$ cat src/rtc_core_regs.vh
// Purpose: Register map, field positions and timing counts of the RTC core.
// Assumes: Byte-wide registers on a multiplexed address/data bus.
// Notes:   Overview of the rules follows.
`ifndef RTC_CORE_REGS_VH
`define RTC_CORE_REGS_VH

`define RTC_OFS_SECONDS_COUNT  8'h00
`define RTC_OFS_SECONDS_ALARM  8'h01
`define RTC_OFS_MINUTES_COUNT  8'h02
`define RTC_OFS_MINUTES_ALARM  8'h03
`define RTC_OFS_HOURS_COUNT    8'h04
`define RTC_OFS_HOURS_ALARM    8'h05
`define RTC_OFS_WEEKDAY_COUNT  8'h06
`define RTC_OFS_MONTHDAY_COUNT 8'h07
`define RTC_OFS_MONTH_COUNT    8'h08
`define RTC_OFS_YEAR_COUNT     8'h09
`define RTC_OFS_CTRL_A         8'h0A
`define RTC_OFS_CTRL_B         8'h0B
`define RTC_OFS_FLAGS          8'h0C
`define RTC_OFS_STATUS_D       8'h0D
`define RTC_TIME_BYTES         10

// Control B field positions.
`define RTC_B_FREEZE  7
`define RTC_B_PIE     6
`define RTC_B_AIE     5
`define RTC_B_UIE     4
`define RTC_B_SQUARE_OUT_ENABLE    3
`define RTC_B_DF      2
`define RTC_B_HF      1
`define RTC_B_DSE     0

`define RTC_A_RESET       7'h20
`define RTC_B_RESET       8'h00
`define RTC_OSC_RUN       3'h2
`define RTC_STATUS_D_VAL  8'h80

// Timing, in time-base ticks unless marked.
`define RTC_CLK_HZ        40000000
`define RTC_OSC_HZ        32768
`define RTC_DIV_START     15'h4000
`define RTC_PRE_US        244
`define RTC_PRE_TICKS     ((`RTC_PRE_US * `RTC_OSC_HZ + 999999) / 1000000)
`define RTC_UPD_US        1984
`define RTC_UPD_TICKS     ((`RTC_UPD_US * `RTC_OSC_HZ + 999999) / 1000000)

`endif

$ cat src/rtc_core.v
// Purpose: Timekeeping core: divider, time copies, alarm, flags, bus.
// Assumes: All inputs synchronous to clock; bus strobes sampled per cycle.
// Notes:   Time base ticks come from a fractional accumulator on clock.
`timescale 1ns/1ps
`include "rtc_core_regs.vh"

module rtc_core #(
  parameter integer CLK_HZ    = `RTC_CLK_HZ,
  parameter integer OSC_HZ    = `RTC_OSC_HZ,
  parameter integer PRE_TICKS = `RTC_PRE_TICKS,
  parameter integer UPD_TICKS = `RTC_UPD_TICKS
) (
  // Clock and reset
  input  wire       clock,
  input  wire       rst,
  // Multiplexed host bus
  input  wire [7:0] adIn,
  output wire [7:0] adOut,
  output wire       adOe,
  input  wire       addrLatchStrobe,
  input  wire       chipSelN,
  input  wire       dataStrobeN,
  input  wire       readWriteN,
  // Open-drain interrupt, drives low while adOe-style enable is high
  output wire       intReqOut,
  output wire       intReqOe,
  // Square wave
  output wire       squareOutPin
);

  // Time base and divider chain.
  reg  [25:0] phaseAcc_ff;
  reg         oscTick_ff;
  reg  [14:0] div_ff;
  wire [26:0] phaseSum;
  wire        divRun;
  wire        updateEnd;
  wire        inPending;

  // Registers.
  reg  [79:0] localTime_ff;
  reg  [79:0] userTime_ff;
  reg         loadPending_ff;
  reg  [6:0]  ctrlA_ff;
  reg  [7:0]  ctrlB_ff;
  reg         updPending_ff;
  reg         periodicFlag_ff;
  reg         alarmFlag_ff;
  reg         updateFlag_ff;
  reg         summaryFlag_ff;
  reg  [7:0]  addrLat_ff;
  reg  [7:0]  adOut_ff;
  reg         asPrev_ff;
  reg         wrPrev_ff;
  reg         rdPrev_ff;
  reg         tapPrev_ff;
  reg         square_ff;

  wire        freeze = ctrlB_ff[`RTC_B_FREEZE];
  wire        fmtBin = ctrlB_ff[`RTC_B_DF];
  wire        hour12 = ~ctrlB_ff[`RTC_B_HF];

  // Time base: 32768 ticks per second out of the system clock.
  assign phaseSum = {1'b0, phaseAcc_ff} + OSC_HZ[26:0];

  always @(posedge clock or posedge rst) begin
    if (rst) begin
      phaseAcc_ff <= 26'h0000000;
      oscTick_ff  <= 1'b0;
    end else if (phaseSum >= CLK_HZ[26:0]) begin
      phaseAcc_ff <= phaseSum[25:0] - CLK_HZ[25:0];
      oscTick_ff  <= 1'b1;
    end else begin
      phaseAcc_ff <= phaseSum[25:0];
      oscTick_ff  <= 1'b0;
    end
  end

  // Held divider restarts half-way, so the first update lands 500 ms on.
  assign divRun = (ctrlA_ff[6:4] == `RTC_OSC_RUN);

  always @(posedge clock or posedge rst) begin
    if (rst) begin
      div_ff <= `RTC_DIV_START;
    end else if (!divRun) begin
      div_ff <= `RTC_DIV_START;
    end else if (oscTick_ff) begin
      div_ff <= div_ff + 15'h0001;
    end
  end

  // Update cycle occupies the first UPD_TICKS of each period.
  assign updateEnd = divRun & oscTick_ff &
                     (div_ff == UPD_TICKS[14:0] - 15'h0001);
  assign inPending = (div_ff >= 15'h7FFF - PRE_TICKS[14:0] + 15'h0001) |
                     (div_ff < UPD_TICKS[14:0]);

  // Tap select: code 1,2 alias 8,9; code n picks div bit n-2.
  reg  [3:0] tapIdx;
  wire [3:0] rate = ctrlA_ff[3:0];
  wire       tapNow;

  always @* begin
    case (rate)
      4'h1: tapIdx = 4'h6;
      4'h2: tapIdx = 4'h7;
      default: tapIdx = rate - 4'h2;
    endcase
  end

  assign tapNow = (rate != 4'h0) & div_ff[tapIdx];

  // Format helpers.
  function [6:0] toBin;
    input [7:0] v;
    input       bin;
    begin
      toBin = bin ? v[6:0] : ({3'h0, v[7:4]} * 7'h0A + {3'h0, v[3:0]});
    end
  endfunction

  function [7:0] toFmt;
    input [6:0] n;
    input       bin;
    reg   [6:0] t;
    reg   [6:0] u;
    begin
      t = n / 7'h0A;
      u = n - t * 7'h0A;
      toFmt = bin ? {1'b0, n} : {t[3:0], u[3:0]};
    end
  endfunction

  // Advance one second from the selected source copy.
  reg  [79:0] srcTime;
  reg  [79:0] newTime;
  reg  [6:0]  sec, mnt, hr, wd, md, mo, yr, dim;
  reg  [6:0]  nSec, nMin, nHr, nWd, nMd, nMo, nYr;
  reg  [7:0]  hourFmt;
  reg         pm, nPm, cMin, cHr, cDay, cMo;
  reg         alarmHit;

  always @* begin
    srcTime = loadPending_ff ? userTime_ff : localTime_ff;
    sec  = toBin(srcTime[7:0], fmtBin);
    mnt  = toBin(srcTime[23:16], fmtBin);
    pm   = hour12 & srcTime[39];
    hr   = toBin({1'b0, srcTime[38:32]}, fmtBin);
    wd   = toBin(srcTime[55:48], fmtBin);
    md   = toBin(srcTime[63:56], fmtBin);
    mo   = toBin(srcTime[71:64], fmtBin);
    yr   = toBin(srcTime[79:72], fmtBin);
    cMin = (sec == 7'h3B);
    nSec = cMin ? 7'h00 : sec + 7'h01;
    cHr  = cMin & (mnt == 7'h3B);
    nMin = cMin ? ((mnt == 7'h3B) ? 7'h00 : mnt + 7'h01) : mnt;
    nHr  = hr;
    nPm  = pm;
    cDay = 1'b0;
    if (cHr) begin
      if (hour12) begin
        if (hr == 7'h0C) begin
          nHr = 7'h01;
        end else begin
          nHr = hr + 7'h01;
          if (hr == 7'h0B) begin
            nPm  = ~pm;
            cDay = pm;
          end
        end
      end else begin
        cDay = (hr == 7'h17);
        nHr  = cDay ? 7'h00 : hr + 7'h01;
      end
    end
    case (mo)
      7'h02: dim = (yr[1:0] == 2'h0) ? 7'h1D : 7'h1C;
      7'h04, 7'h06, 7'h09, 7'h0B: dim = 7'h1E;
      default: dim = 7'h1F;
    endcase
    nWd = cDay ? ((wd == 7'h07) ? 7'h01 : wd + 7'h01) : wd;
    cMo = cDay & (md == dim);
    nMd = cDay ? (cMo ? 7'h01 : md + 7'h01) : md;
    nMo = cMo ? ((mo == 7'h0C) ? 7'h01 : mo + 7'h01) : mo;
    nYr = (cMo & (mo == 7'h0C)) ?
          ((yr == 7'h63) ? 7'h00 : yr + 7'h01) : yr;
    hourFmt = toFmt(nHr, fmtBin);
    newTime = {toFmt(nYr, fmtBin), toFmt(nMo, fmtBin),
               toFmt(nMd, fmtBin), toFmt(nWd, fmtBin),
               srcTime[47:40], hour12 & nPm, hourFmt[6:0],
               srcTime[31:24], toFmt(nMin, fmtBin),
               srcTime[15:8], toFmt(nSec, fmtBin)};
    // Hour compare uses the whole byte, PM bit included.
    alarmHit = ((srcTime[15:14] == 2'h3) |
                (srcTime[15:8] == newTime[7:0])) &
               ((srcTime[31:30] == 2'h3) |
                (srcTime[31:24] == newTime[23:16])) &
               ((srcTime[47:46] == 2'h3) |
                (srcTime[47:40] == newTime[39:32]));
  end

  // Host bus strobes, sampled each cycle.
  wire asFall  = asPrev_ff & ~addrLatchStrobe;
  wire wrRise  = ~wrPrev_ff & readWriteN & ~chipSelN;
  wire rdRise  = ~rdPrev_ff & dataStrobeN & ~chipSelN;
  wire hostWr  = wrRise;
  wire timeSel = (addrLat_ff < `RTC_TIME_BYTES);
  wire flagRd  = rdRise & (addrLat_ff == `RTC_OFS_FLAGS);

  always @(posedge clock or posedge rst) begin
    if (rst) begin
      asPrev_ff  <= 1'b0;
      wrPrev_ff  <= 1'b1;
      rdPrev_ff  <= 1'b1;
      addrLat_ff <= 8'h00;
    end else begin
      asPrev_ff <= addrLatchStrobe;
      wrPrev_ff <= readWriteN;
      rdPrev_ff <= dataStrobeN;
      if (asFall) begin
        addrLat_ff <= adIn;
      end
    end
  end

  // Time copies and control registers.
  always @(posedge clock or posedge rst) begin
    if (rst) begin
      localTime_ff   <= 80'h00_01_01_01_00_00_00_00_00_00;
      userTime_ff    <= 80'h00_01_01_01_00_00_00_00_00_00;
      loadPending_ff <= 1'b0;
      ctrlA_ff       <= `RTC_A_RESET;
      ctrlB_ff       <= `RTC_B_RESET;
    end else begin
      if (updateEnd) begin
        localTime_ff <= newTime;
        if (!freeze) begin
          userTime_ff    <= newTime;
          loadPending_ff <= 1'b0;
        end
      end
      if (hostWr) begin
        if (timeSel) begin
          userTime_ff[{addrLat_ff[3:0], 3'h0} +: 8] <= adIn;
          // While frozen only the buffer moves; the local copy takes the
          // buffer, one second on, at the next update even while frozen.
          if (freeze) begin
            loadPending_ff <= 1'b1;
          end else begin
            localTime_ff[{addrLat_ff[3:0], 3'h0} +: 8] <= adIn;
          end
        end else if (addrLat_ff == `RTC_OFS_CTRL_A) begin
          ctrlA_ff <= adIn[6:0];
        end else if (addrLat_ff == `RTC_OFS_CTRL_B) begin
          ctrlB_ff <= adIn;
        end
      end
    end
  end

  // Events and flags; a same-cycle event beats the read clear.
  wire periodicEvt = tapNow & ~tapPrev_ff;
  wire perReq = periodicEvt & ctrlB_ff[`RTC_B_PIE];
  wire almReq = updateEnd & alarmHit & ctrlB_ff[`RTC_B_AIE];
  wire updReq = updateEnd & ctrlB_ff[`RTC_B_UIE] & ~freeze;

  always @(posedge clock or posedge rst) begin
    if (rst) begin
      tapPrev_ff      <= 1'b0;
      updPending_ff   <= 1'b0;
      periodicFlag_ff <= 1'b0;
      alarmFlag_ff    <= 1'b0;
      updateFlag_ff   <= 1'b0;
      summaryFlag_ff  <= 1'b0;
    end else begin
      tapPrev_ff    <= tapNow;
      updPending_ff <= divRun & inPending & ~updateEnd & ~freeze;
      periodicFlag_ff <= periodicEvt |
                         (periodicFlag_ff & ~flagRd);
      alarmFlag_ff    <= (updateEnd & alarmHit) |
                         (alarmFlag_ff & ~flagRd);
      updateFlag_ff   <= updateEnd |
                         (updateFlag_ff & ~flagRd);
      summaryFlag_ff  <= perReq | almReq | updReq |
                         (summaryFlag_ff & ~flagRd);
    end
  end

  // The square wave follows the tap only while enabled; low otherwise.
  always @(posedge clock or posedge rst) begin
    if (rst) begin
      square_ff <= 1'b0;
    end else begin
      square_ff <= tapNow & ctrlB_ff[`RTC_B_SQUARE_OUT_ENABLE];
    end
  end

  assign squareOutPin = square_ff;

  // Interrupt pin follows enabled flags, so a flag read releases it.
  assign intReqOe = (periodicFlag_ff & ctrlB_ff[`RTC_B_PIE]) |
                    (alarmFlag_ff & ctrlB_ff[`RTC_B_AIE]) |
                    (updateFlag_ff & ctrlB_ff[`RTC_B_UIE] &
                     ~freeze);
  assign intReqOut = 1'b0;

  // Read data, registered one cycle behind the latched address.
  reg [7:0] rdData;

  always @* begin
    if (timeSel) begin
      rdData = userTime_ff[{addrLat_ff[3:0], 3'h0} +: 8];
    end else begin
      case (addrLat_ff)
        `RTC_OFS_CTRL_A:   rdData = {updPending_ff, ctrlA_ff};
        `RTC_OFS_CTRL_B:   rdData = ctrlB_ff;
        `RTC_OFS_FLAGS:    rdData = {summaryFlag_ff, periodicFlag_ff,
                                     alarmFlag_ff, updateFlag_ff, 4'h0};
        `RTC_OFS_STATUS_D: rdData = `RTC_STATUS_D_VAL;
        default:           rdData = 8'h00;
      endcase
    end
  end

  always @(posedge clock or posedge rst) begin
    if (rst) begin
      adOut_ff <= 8'h00;
    end else begin
      adOut_ff <= rdData;
    end
  end

  assign adOut = adOut_ff;
  assign adOe  = ~chipSelN & ~dataStrobeN & readWriteN;

endmodule // rtc_core

$ cat config.mk
export PLATFORM = sky130hd
export DESIGN_NAME = rtc_core
export DESIGN_NICKNAME = d
export VERILOG_FILES = /design/src/rtc_core.v
export VERILOG_INCLUDE_DIRS = /design/src /design/src/src
export SDC_FILE = /design/constraint.sdc
export NUM_CORES = 1
export LEC_CHECK = 0
export ABC_AREA = 0
export BUFFER_PORTS_ARGS = -buffer_cell sky130_fd_sc_hd__clkbuf_2
export CAP_MARGIN = 20
export CORE_MARGIN = 4
export CORE_UTILIZATION = 50
export CTS_CLUSTER_SIZE = 10
export DETAILED_ROUTE_END_ITERATION = 8
export PLACE_DENSITY_LB_ADDON = 0.15
export SYNTH_ARGS = -nofsm -noshare
export SYNTH_HDL_FRONTEND = slang
export SYNTH_SLANG_ARGS = --single-unit
$ cat constraint.sdc
create_clock -name clock -period 10.9 [get_ports clock]
set_input_delay 1.09 -clock clock [delete_from_list [all_inputs] [get_ports clock]]
set_output_delay 1.09 -clock clock [all_outputs]
set_load 0.01 [all_outputs]
==> impl_metrics.py, run 1 <==
metrics = {
    "floorplanning": {
        "start_util_pct": 50.5,
        "die_x_um": 214,
        "die_h_um": 214,
        "fp-row-count": 75,
        "dieArea_um2": 45700,
        "core_um2": 41900,
        "ios": 26,
    },
    "yosys": {
        "synth-edff-count": 0,
        "yosys.cell_types.count": 112,
        "yosysSeqAreaShare_pct": 27.9,
        "ys.flop_type": "dfrtp_1",
        "synth_fp_nets": 2716,
        "netlist_instances": 2588,
        "synthArstFlopShare_pct": 100,
        "syn-mean-instance-area_um2": 8.17,
        "synthesis.area_um2": 21200,
        "yosys_warnings": 0,
        "ys_ff_latch": 235,
    },
    "power_and_ir_drop": {
        "pwr-share-seq_pct": 27.6,
        "vdd_ir_drop_max_v": 0.000130,
        "p_int_w": 0.00205,
        "power_density_nw_per_um2": 153,
        "p_switching_w": 0.00138,
        "pwr-share-clk_pct": 26.0,
        "pwr-share-comb_pct": 46.3,
        "power_switching_share_pct": 40.2,
        "p_leak_nw": 8.71,
    },
    "global_route": {
        "grt_antenna_before_repair": 0,
        "grt_pass1_wl_um": 105000,
        "grt_usage_pct": 28.4,
        "grt_max_degree": 103,
        "globalRouteOverflowTotal": 0,
        "grt_pass1_vias": 18590,
    },
    "drt": {
        "vias": 19849,
        "firstDrtPassIters": 5,
        "via_per_inst": 6.48,
        "wire_per_inst_um": 21.7,
        "detail_route.iter0.violations": 2115,
        "finalWirelength_um": 66400,
        "drt.antenna.violating_nets": 0,
        "route.detailed.drc": 0,
    },
    "placed_design": {
        "gp_congestion": 0.958,
        "place_hpwl_um": 47000,
        "port_buffers": 24,
        "dp.cells": 3011,
        "placedInstanceArea_um2": 21500,
    },
    "worst_setup_path": {
        "end_kind": "flip-flop",
        "slowest_stage": "dfrtp_4",
        "crit_required_ns": 11.35,
        "cpPeakStageDelay_ns": 0.89,
        "startpoint_type": "flip-flop",
        "path_class": "flip-flop to flip-flop",
        "worst-path-max-fanout": 41,
        "arrival_ns": 10.43,
        "crit_path_frequent_cell": "ha_1",
    },
    "cts": {
        "ctsHtreeMaxLevel": 1,
        "clk_latency_ns": 0.55,
        "cts_made_buffers": 28,
        "path_clk_slew_ns": 0.06,
        "root_buffer": "clkbuf_16",
        "hold_buffers": 0,
        "cts_num_sinks": 235,
        "cts_buffer_depth": 3,
        "cts_tree": "built",
    },
    "timing": {
        "fin_crit_ns": 9.99,
        "fin_worst_skew_ns": 0.0152,
        "worst_pin_slew_ns": 1.06,
        "slew_headroom_pct": 29.1,
        "setup_viol": 0,
        "max_clock_freq_ghz": 0.100,
        "setup_tns_ns": 0,
        "rsz0062_at_grt": "no",
        "hold_viol": 0,
        "maxSlewViolCount": 0,
        "fin_crit_sh_pct": 91.6,
    },
    "cells_and_area": {
        "fin_nets": 2631,
        "syn_to_final_growth_pct": 5.54,
        "multi_input_area_um2": 14200,
        "n_antenna_cell": 0,
        "drive_above_1_share_pct": 9.71,
        "stdcell_count": 3062,
        "finish.instance_area_um2": 22300,
        "register_area_um2": 5900,
        "n_fill_cell": 4011,
    },
    "run_status": {
        "outcome": "finished, final reports clean",
    },
    "hold_path": {
        "hold_path_class": "flip-flop to flip-flop",
    },
    "run": {
        "drv_cap": 0,
    },
}
-- worst max-delay path, delay by kind of cell (launching register included) --
family,cells,cell delay [ns]
flops,1,0.89
mux,6,1.82
buf+inv,2,0.14
fa+ha+maj,7,2.25
compound gates,7,2.10
simple gates,9,2.10
xor+xnor,2,0.54
-- power groups by stage --
stage,clock (W),combinational (W),sequential (W)
6_report,0.000891,0.00158,0.000946
3_5_place_dp,0,0.00156,0.000959
5_1_grt,0.000940,0.00175,0.000949
2_1_floorplan,0,0.00120,0.000944
4_1_cts,0.000902,0.00157,0.000944
3_3_place_gp,0,0.00153,0.000959
-- kinds of logic after synthesis --
logic type | Yosys count | synth area share [%]
simple gates | 936 | 20.6
buf+inv | 253 | 4.96
mux | 201 | 11.1
compound gates | 724 | 22.5
xor+xnor | 122 | 5.35
other cells | 1 | 0.0177
fa+ha+maj | 116 | 7.55
flops | 235 | 27.9
-- stage by stage --
stage	util, %	power, W	hold slack (ns)	setup slack [ns]
2_1_floorplan	-	0.00215	0.464	2.02
3_3_place_gp	51.3	0.00249	0.477	1.10
3_5_place_dp	51.3	0.00251	0.487	0.861
4_1_cts	53.3	0.00341	0.495	0.830
5_1_grt	53.3	0.00364	0.517	0.243
6_report	53.3	0.00342	0.492	0.913
-- synth_stat cells (all sizes together), types with 10 or more instances --
master,count,share of area (%)
inv,86,1.5
mux4,17,1.8
o211ai,30,1.1
mux2i,107,5.2
xnor2,66,2.8
a21oi,184,4.4
nor2,236,4.2
a22oi,23,0.82
nor4,13,0.46
o31ai,18,0.64
a211o,10,0.41
fa,20,1.9
or3,15,0.44
xor2,52,2.2
a221oi,13,0.54
clkbuf,114,2.0
a21boi,12,0.43
or4,11,0.43
dfrtp,225,27
buf,52,1.4
a211oi,28,0.99
dfstp,10,1.2
nand4,34,1.0
or2,16,0.47
a21o,22,0.78
o22ai,13,0.38
a31oi,101,3.1
and4,11,0.46
nand3,71,1.7
nand2b,15,0.44
and3,26,0.77
o21a,21,0.75
o21ai,142,3.4
nor2b,18,0.53
nand2,365,6.5
ha,94,5.6
a32oi,11,0.46
mux2,77,4.1
and2,23,0.69
nor3,49,1.2
-- sequential cells by signal, indices dropped and copies added, names as in the netlist, 7 cells and up --
register,cells
ctrlA_ff,7
addrLat_ff,8
localTime_ff,80
div_ff,15
ctrlB_ff,8
adOut,8
userTime_ff,80
phaseAcc_ff,17
-- worst paths after layout --
kind	start	end	slack [ns]	cells past startpoint
max in group asynchronous	rst	ctrlA_ff[4]$_DFFE_PP0P_	8.83	3
max reg2reg	loadPending_ff$_DFF_PP0_	alarmFlag_ff$_DFF_PP0_	0.91	33
min reg2reg	localTime_ff[48]$_DFF_PP1_	localTime_ff[48]$_DFF_PP1_	0.49	2
min	localTime_ff[48]$_DFF_PP1_	localTime_ff[48]$_DFF_PP1_	0.49	2
max	loadPending_ff$_DFF_PP0_	alarmFlag_ff$_DFF_PP0_	0.91	33
min in group asynchronous	rst	div_ff[13]$_DFFE_PP0P_	0.66	2
-- layout make-up --
cell class,instances,area share [%]
clock buffers,49,3.68
clock inverters,1,0.135
inverters,87,1.50
multi-input cells,2100,63.8
flip-flops and latches,235,26.4
well taps,539,3.02
repair buffers,51,1.46
-- repair_timing --
item,in CTS,in global routing
endpoints found under the setup margin,0,1
buffers inserted,0,0
resized for setup,0,1
-- cells in the final DEF, fill, tap and decap left out, types with 23 or more instances in the layout --
cell / instances
a211oi_1: 28
a21oi_1: 183
a22oi_1: 23
a31oi_1: 100
and3_1: 26
buf_4: 26
clkbuf_16: 29
clkbuf_2: 24
dfrtp_1: 223
ha_1: 94
inv_1: 83
mux2_2: 75
mux2i_1: 103
nand2_1: 364
nand3_1: 70
nand4_1: 33
nor2_1: 232
nor3_1: 46
o211ai_1: 28
o21ai_0: 135
xnor2_1: 65
xor2_1: 52
-- routing by layer --
metal	part of all wire [%]	up-vias	wire length, µm	global-route usage [%]
li1	-	9267	-	-
met4	2.8	0	1860	7.24
met1	45	9735	29600	41.2
met3	8.0	125	5300	5.44
met2	45	722	29600	44.2
met5	0	-	0	0
(Power assumes the default switching activity.)
==> run 2, diff against run 1 <==
- CORE_UTILIZATION: 50 -> 60
- REMOVE_ABC_BUFFERS: unset -> 1
==> run 2 against run 1 <==
Critical path depth down 1. Register-to-register slack worse by 0.08 ns. Sequential power about the same. Critical endpoint is now userTime_ff[67]$_DFF_PP0_. Final cell count down 2.8%. Die area down 16%. Largest cell class unchanged. Routed wire length down 2.2%.
==> impl_metrics.py, run 2 (same netlist as run 1, synthesis figures left out) <==
metrics = {
    "run_status": {
        "outcome": "finished, final reports clean",
    },
    "cells_and_area": {
        "syn_to_final_growth_pct": 4.85,
        "layout_commonest_cell": "nand2_1",
        "drive_above_1_share_pct": 9.64,
        "finish.instance_area_um2": 22200,
        "reg.largest.list": "localTime_ff: 80 flops, userTime_ff: 80 flops, phaseAcc_ff: 17 flops",
        "layout_common_cells": "nand2_1, nor2_1, dfrtp_1, a21oi_1, o21ai_0",
        "fin_nets": 2629,
        "stdcell_count": 2976,
        "n_antenna_cell": 0,
    },
    "global_route": {
        "grt_usage_pct": 33.0,
        "grt_max_degree": 85,
        "grt_pass1_wl_um": 104000,
        "grt_antenna_before_repair": 0,
        "globalRouteOverflowTotal": 0,
        "grt_pass1_vias": 18910,
    },
    "worst_setup_path": {
        "slowest_stage": "nor4_4",
        "worst-path-max-fanout": 44,
        "crit_path_frequent_cell": "ha_1",
        "path_class": "flip-flop to flip-flop",
        "cpPeakStageDelay_ns": 0.87,
        "end_kind": "flip-flop",
        "crit_required_ns": 11.36,
        "arrival_ns": 10.53,
        "startpoint_type": "flip-flop",
    },
    "floorplanning": {
        "fp-row-count": 68,
        "start_util_pct": 61.1,
        "ios": 26,
        "dieArea_um2": 38300,
        "die_h_um": 196,
        "die_x_um": 196,
        "core_um2": 34600,
    },
    "drt": {
        "firstDrtPassIters": 6,
        "via_per_inst": 6.75,
        "vias": 20091,
        "route.detailed.drc": 0,
        "finalWirelength_um": 64900,
        "drt.antenna.violating_nets": 0,
        "wire_per_inst_um": 21.8,
        "detail_route.iter0.violations": 2149,
    },
    "timing": {
        "fin_crit_ns": 10.07,
        "setup_viol": 0,
        "worst_pin_slew_ns": 1.16,
        "fin_crit_sh_pct": 92.4,
        "rsz0062_at_grt": "no",
        "fin_worst_skew_ns": 0.0251,
        "max_clock_freq_ghz": 0.0993,
        "hold_viol": 0,
        "maxSlewViolCount": 0,
        "setup_tns_ns": 0,
        "slew_headroom_pct": 22.3,
        "whs_ns": 0.491,
    },
    "run": {
        "drv_cap": 0,
    },
    "cts": {
        "cts_num_sinks": 235,
        "cts-resized-gates": 0,
        "root_buffer": "clkbuf_16",
        "cts_tree": "built",
        "cts_made_buffers": 28,
        "ctsHtreeMaxLevel": 1,
        "cts_buffer_depth": 3,
        "path_clk_slew_ns": 0.06,
        "hold_buffers": 0,
        "clk_latency_ns": 0.56,
        "cts_setup_buffers": 0,
    },
    "placed_design": {
        "dp.cells": 2926,
        "place_hpwl_um": 45600,
        "gp_congestion": 0.953,
        "port_buffers": 24,
        "placedInstanceArea_um2": 21300,
    },
    "power_and_ir_drop": {
        "power_density_nw_per_um2": 155,
        "vdd_ir_drop_max_v": 0.000236,
        "p_leak_nw": 8.69,
        "finalPower_w": 0.00343,
    },
    "hold_path": {
        "hold_path_class": "flip-flop to flip-flop",
    },
}
## run 2: changes by cell type in the layout (fill, tap and decap cells not counted), sizes merged
cell	delta
buf	-2
bufinv	-1
clkbuf	-1
clkinv	+2
## run 2: path summary, 6_finish.rpt
path                                                 start                    endpoint  slack (ns)  cells after the start
worst max-delay path              loadPending_ff$_DFF_PP0_   userTime_ff[67]$_DFF_PP0_        0.83                     32
worst min-delay path            localTime_ff[56]$_DFF_PP1_  localTime_ff[56]$_DFF_PP1_        0.49                      2
worst max register to register    loadPending_ff$_DFF_PP0_   userTime_ff[67]$_DFF_PP0_        0.83                     32
worst min register to register  localTime_ff[56]$_DFF_PP1_  localTime_ff[56]$_DFF_PP1_        0.49                      2
max in group asynchronous                              rst     ctrlB_ff[2]$_DFFE_PP0P_        8.79                      3
min in group asynchronous                              rst          adOut[4]$_DFF_PP0_        0.60                      2
## run 2: area by class of cell
class | count | area, µm²
multi-input combinational | 2100 | 14200
fill | 2960 | 12500
sequential | 235 | 5900
clock buffer | 48 | 816
tap | 455 | 569
inverter | 87 | 334
timing repair buffer | 49 | 308
clock inverter | 2 | 21.3
## run 2: through the flow
step | setup WS, ns | util [%]
after floorplan | -0.259 | -
after global placement | 1.34 | 61.6
after detailed placement | 1.11 | 61.6
after CTS | 1.05 | 64.0
after global routing | 0.354 | 64.0
final | 0.831 | 64.0
## run 2: worst max-delay path: cells and delay by family, from the launching register on
| family | cells | cell delay [ns] |
|---|---|---|
| AND/OR/NAND/NOR | 12 | 3.97 |
| adder cells (fa/ha/maj) | 7 | 2.12 |
| AO/OA/AOI/OAI | 7 | 1.69 |
| flip-flops | 1 | 0.85 |
| multiplexers | 2 | 0.82 |
| XOR/XNOR | 2 | 0.33 |
| buffers and inverters | 2 | 0.12 |
## run 2: routing by layer
metal  vias up  wire length, µm  track usage [%]
met2       999            29600             52.7
met5         -                0                0
met1      9667            27200             47.0
li1       9285                -                -
met4         0             1670             7.86
met3       140             6390             5.75
## run 2: report_power, final
group | internal (W) | total, W | switching [W]
clock network | 0.000504 | 0.000880 | 0.000377
registers | 0.000909 | 0.000947 | 0.0000381
logic | 0.000615 | 0.00160 | 0.000985
total | 0.00203 | 0.00343 | 0.00140
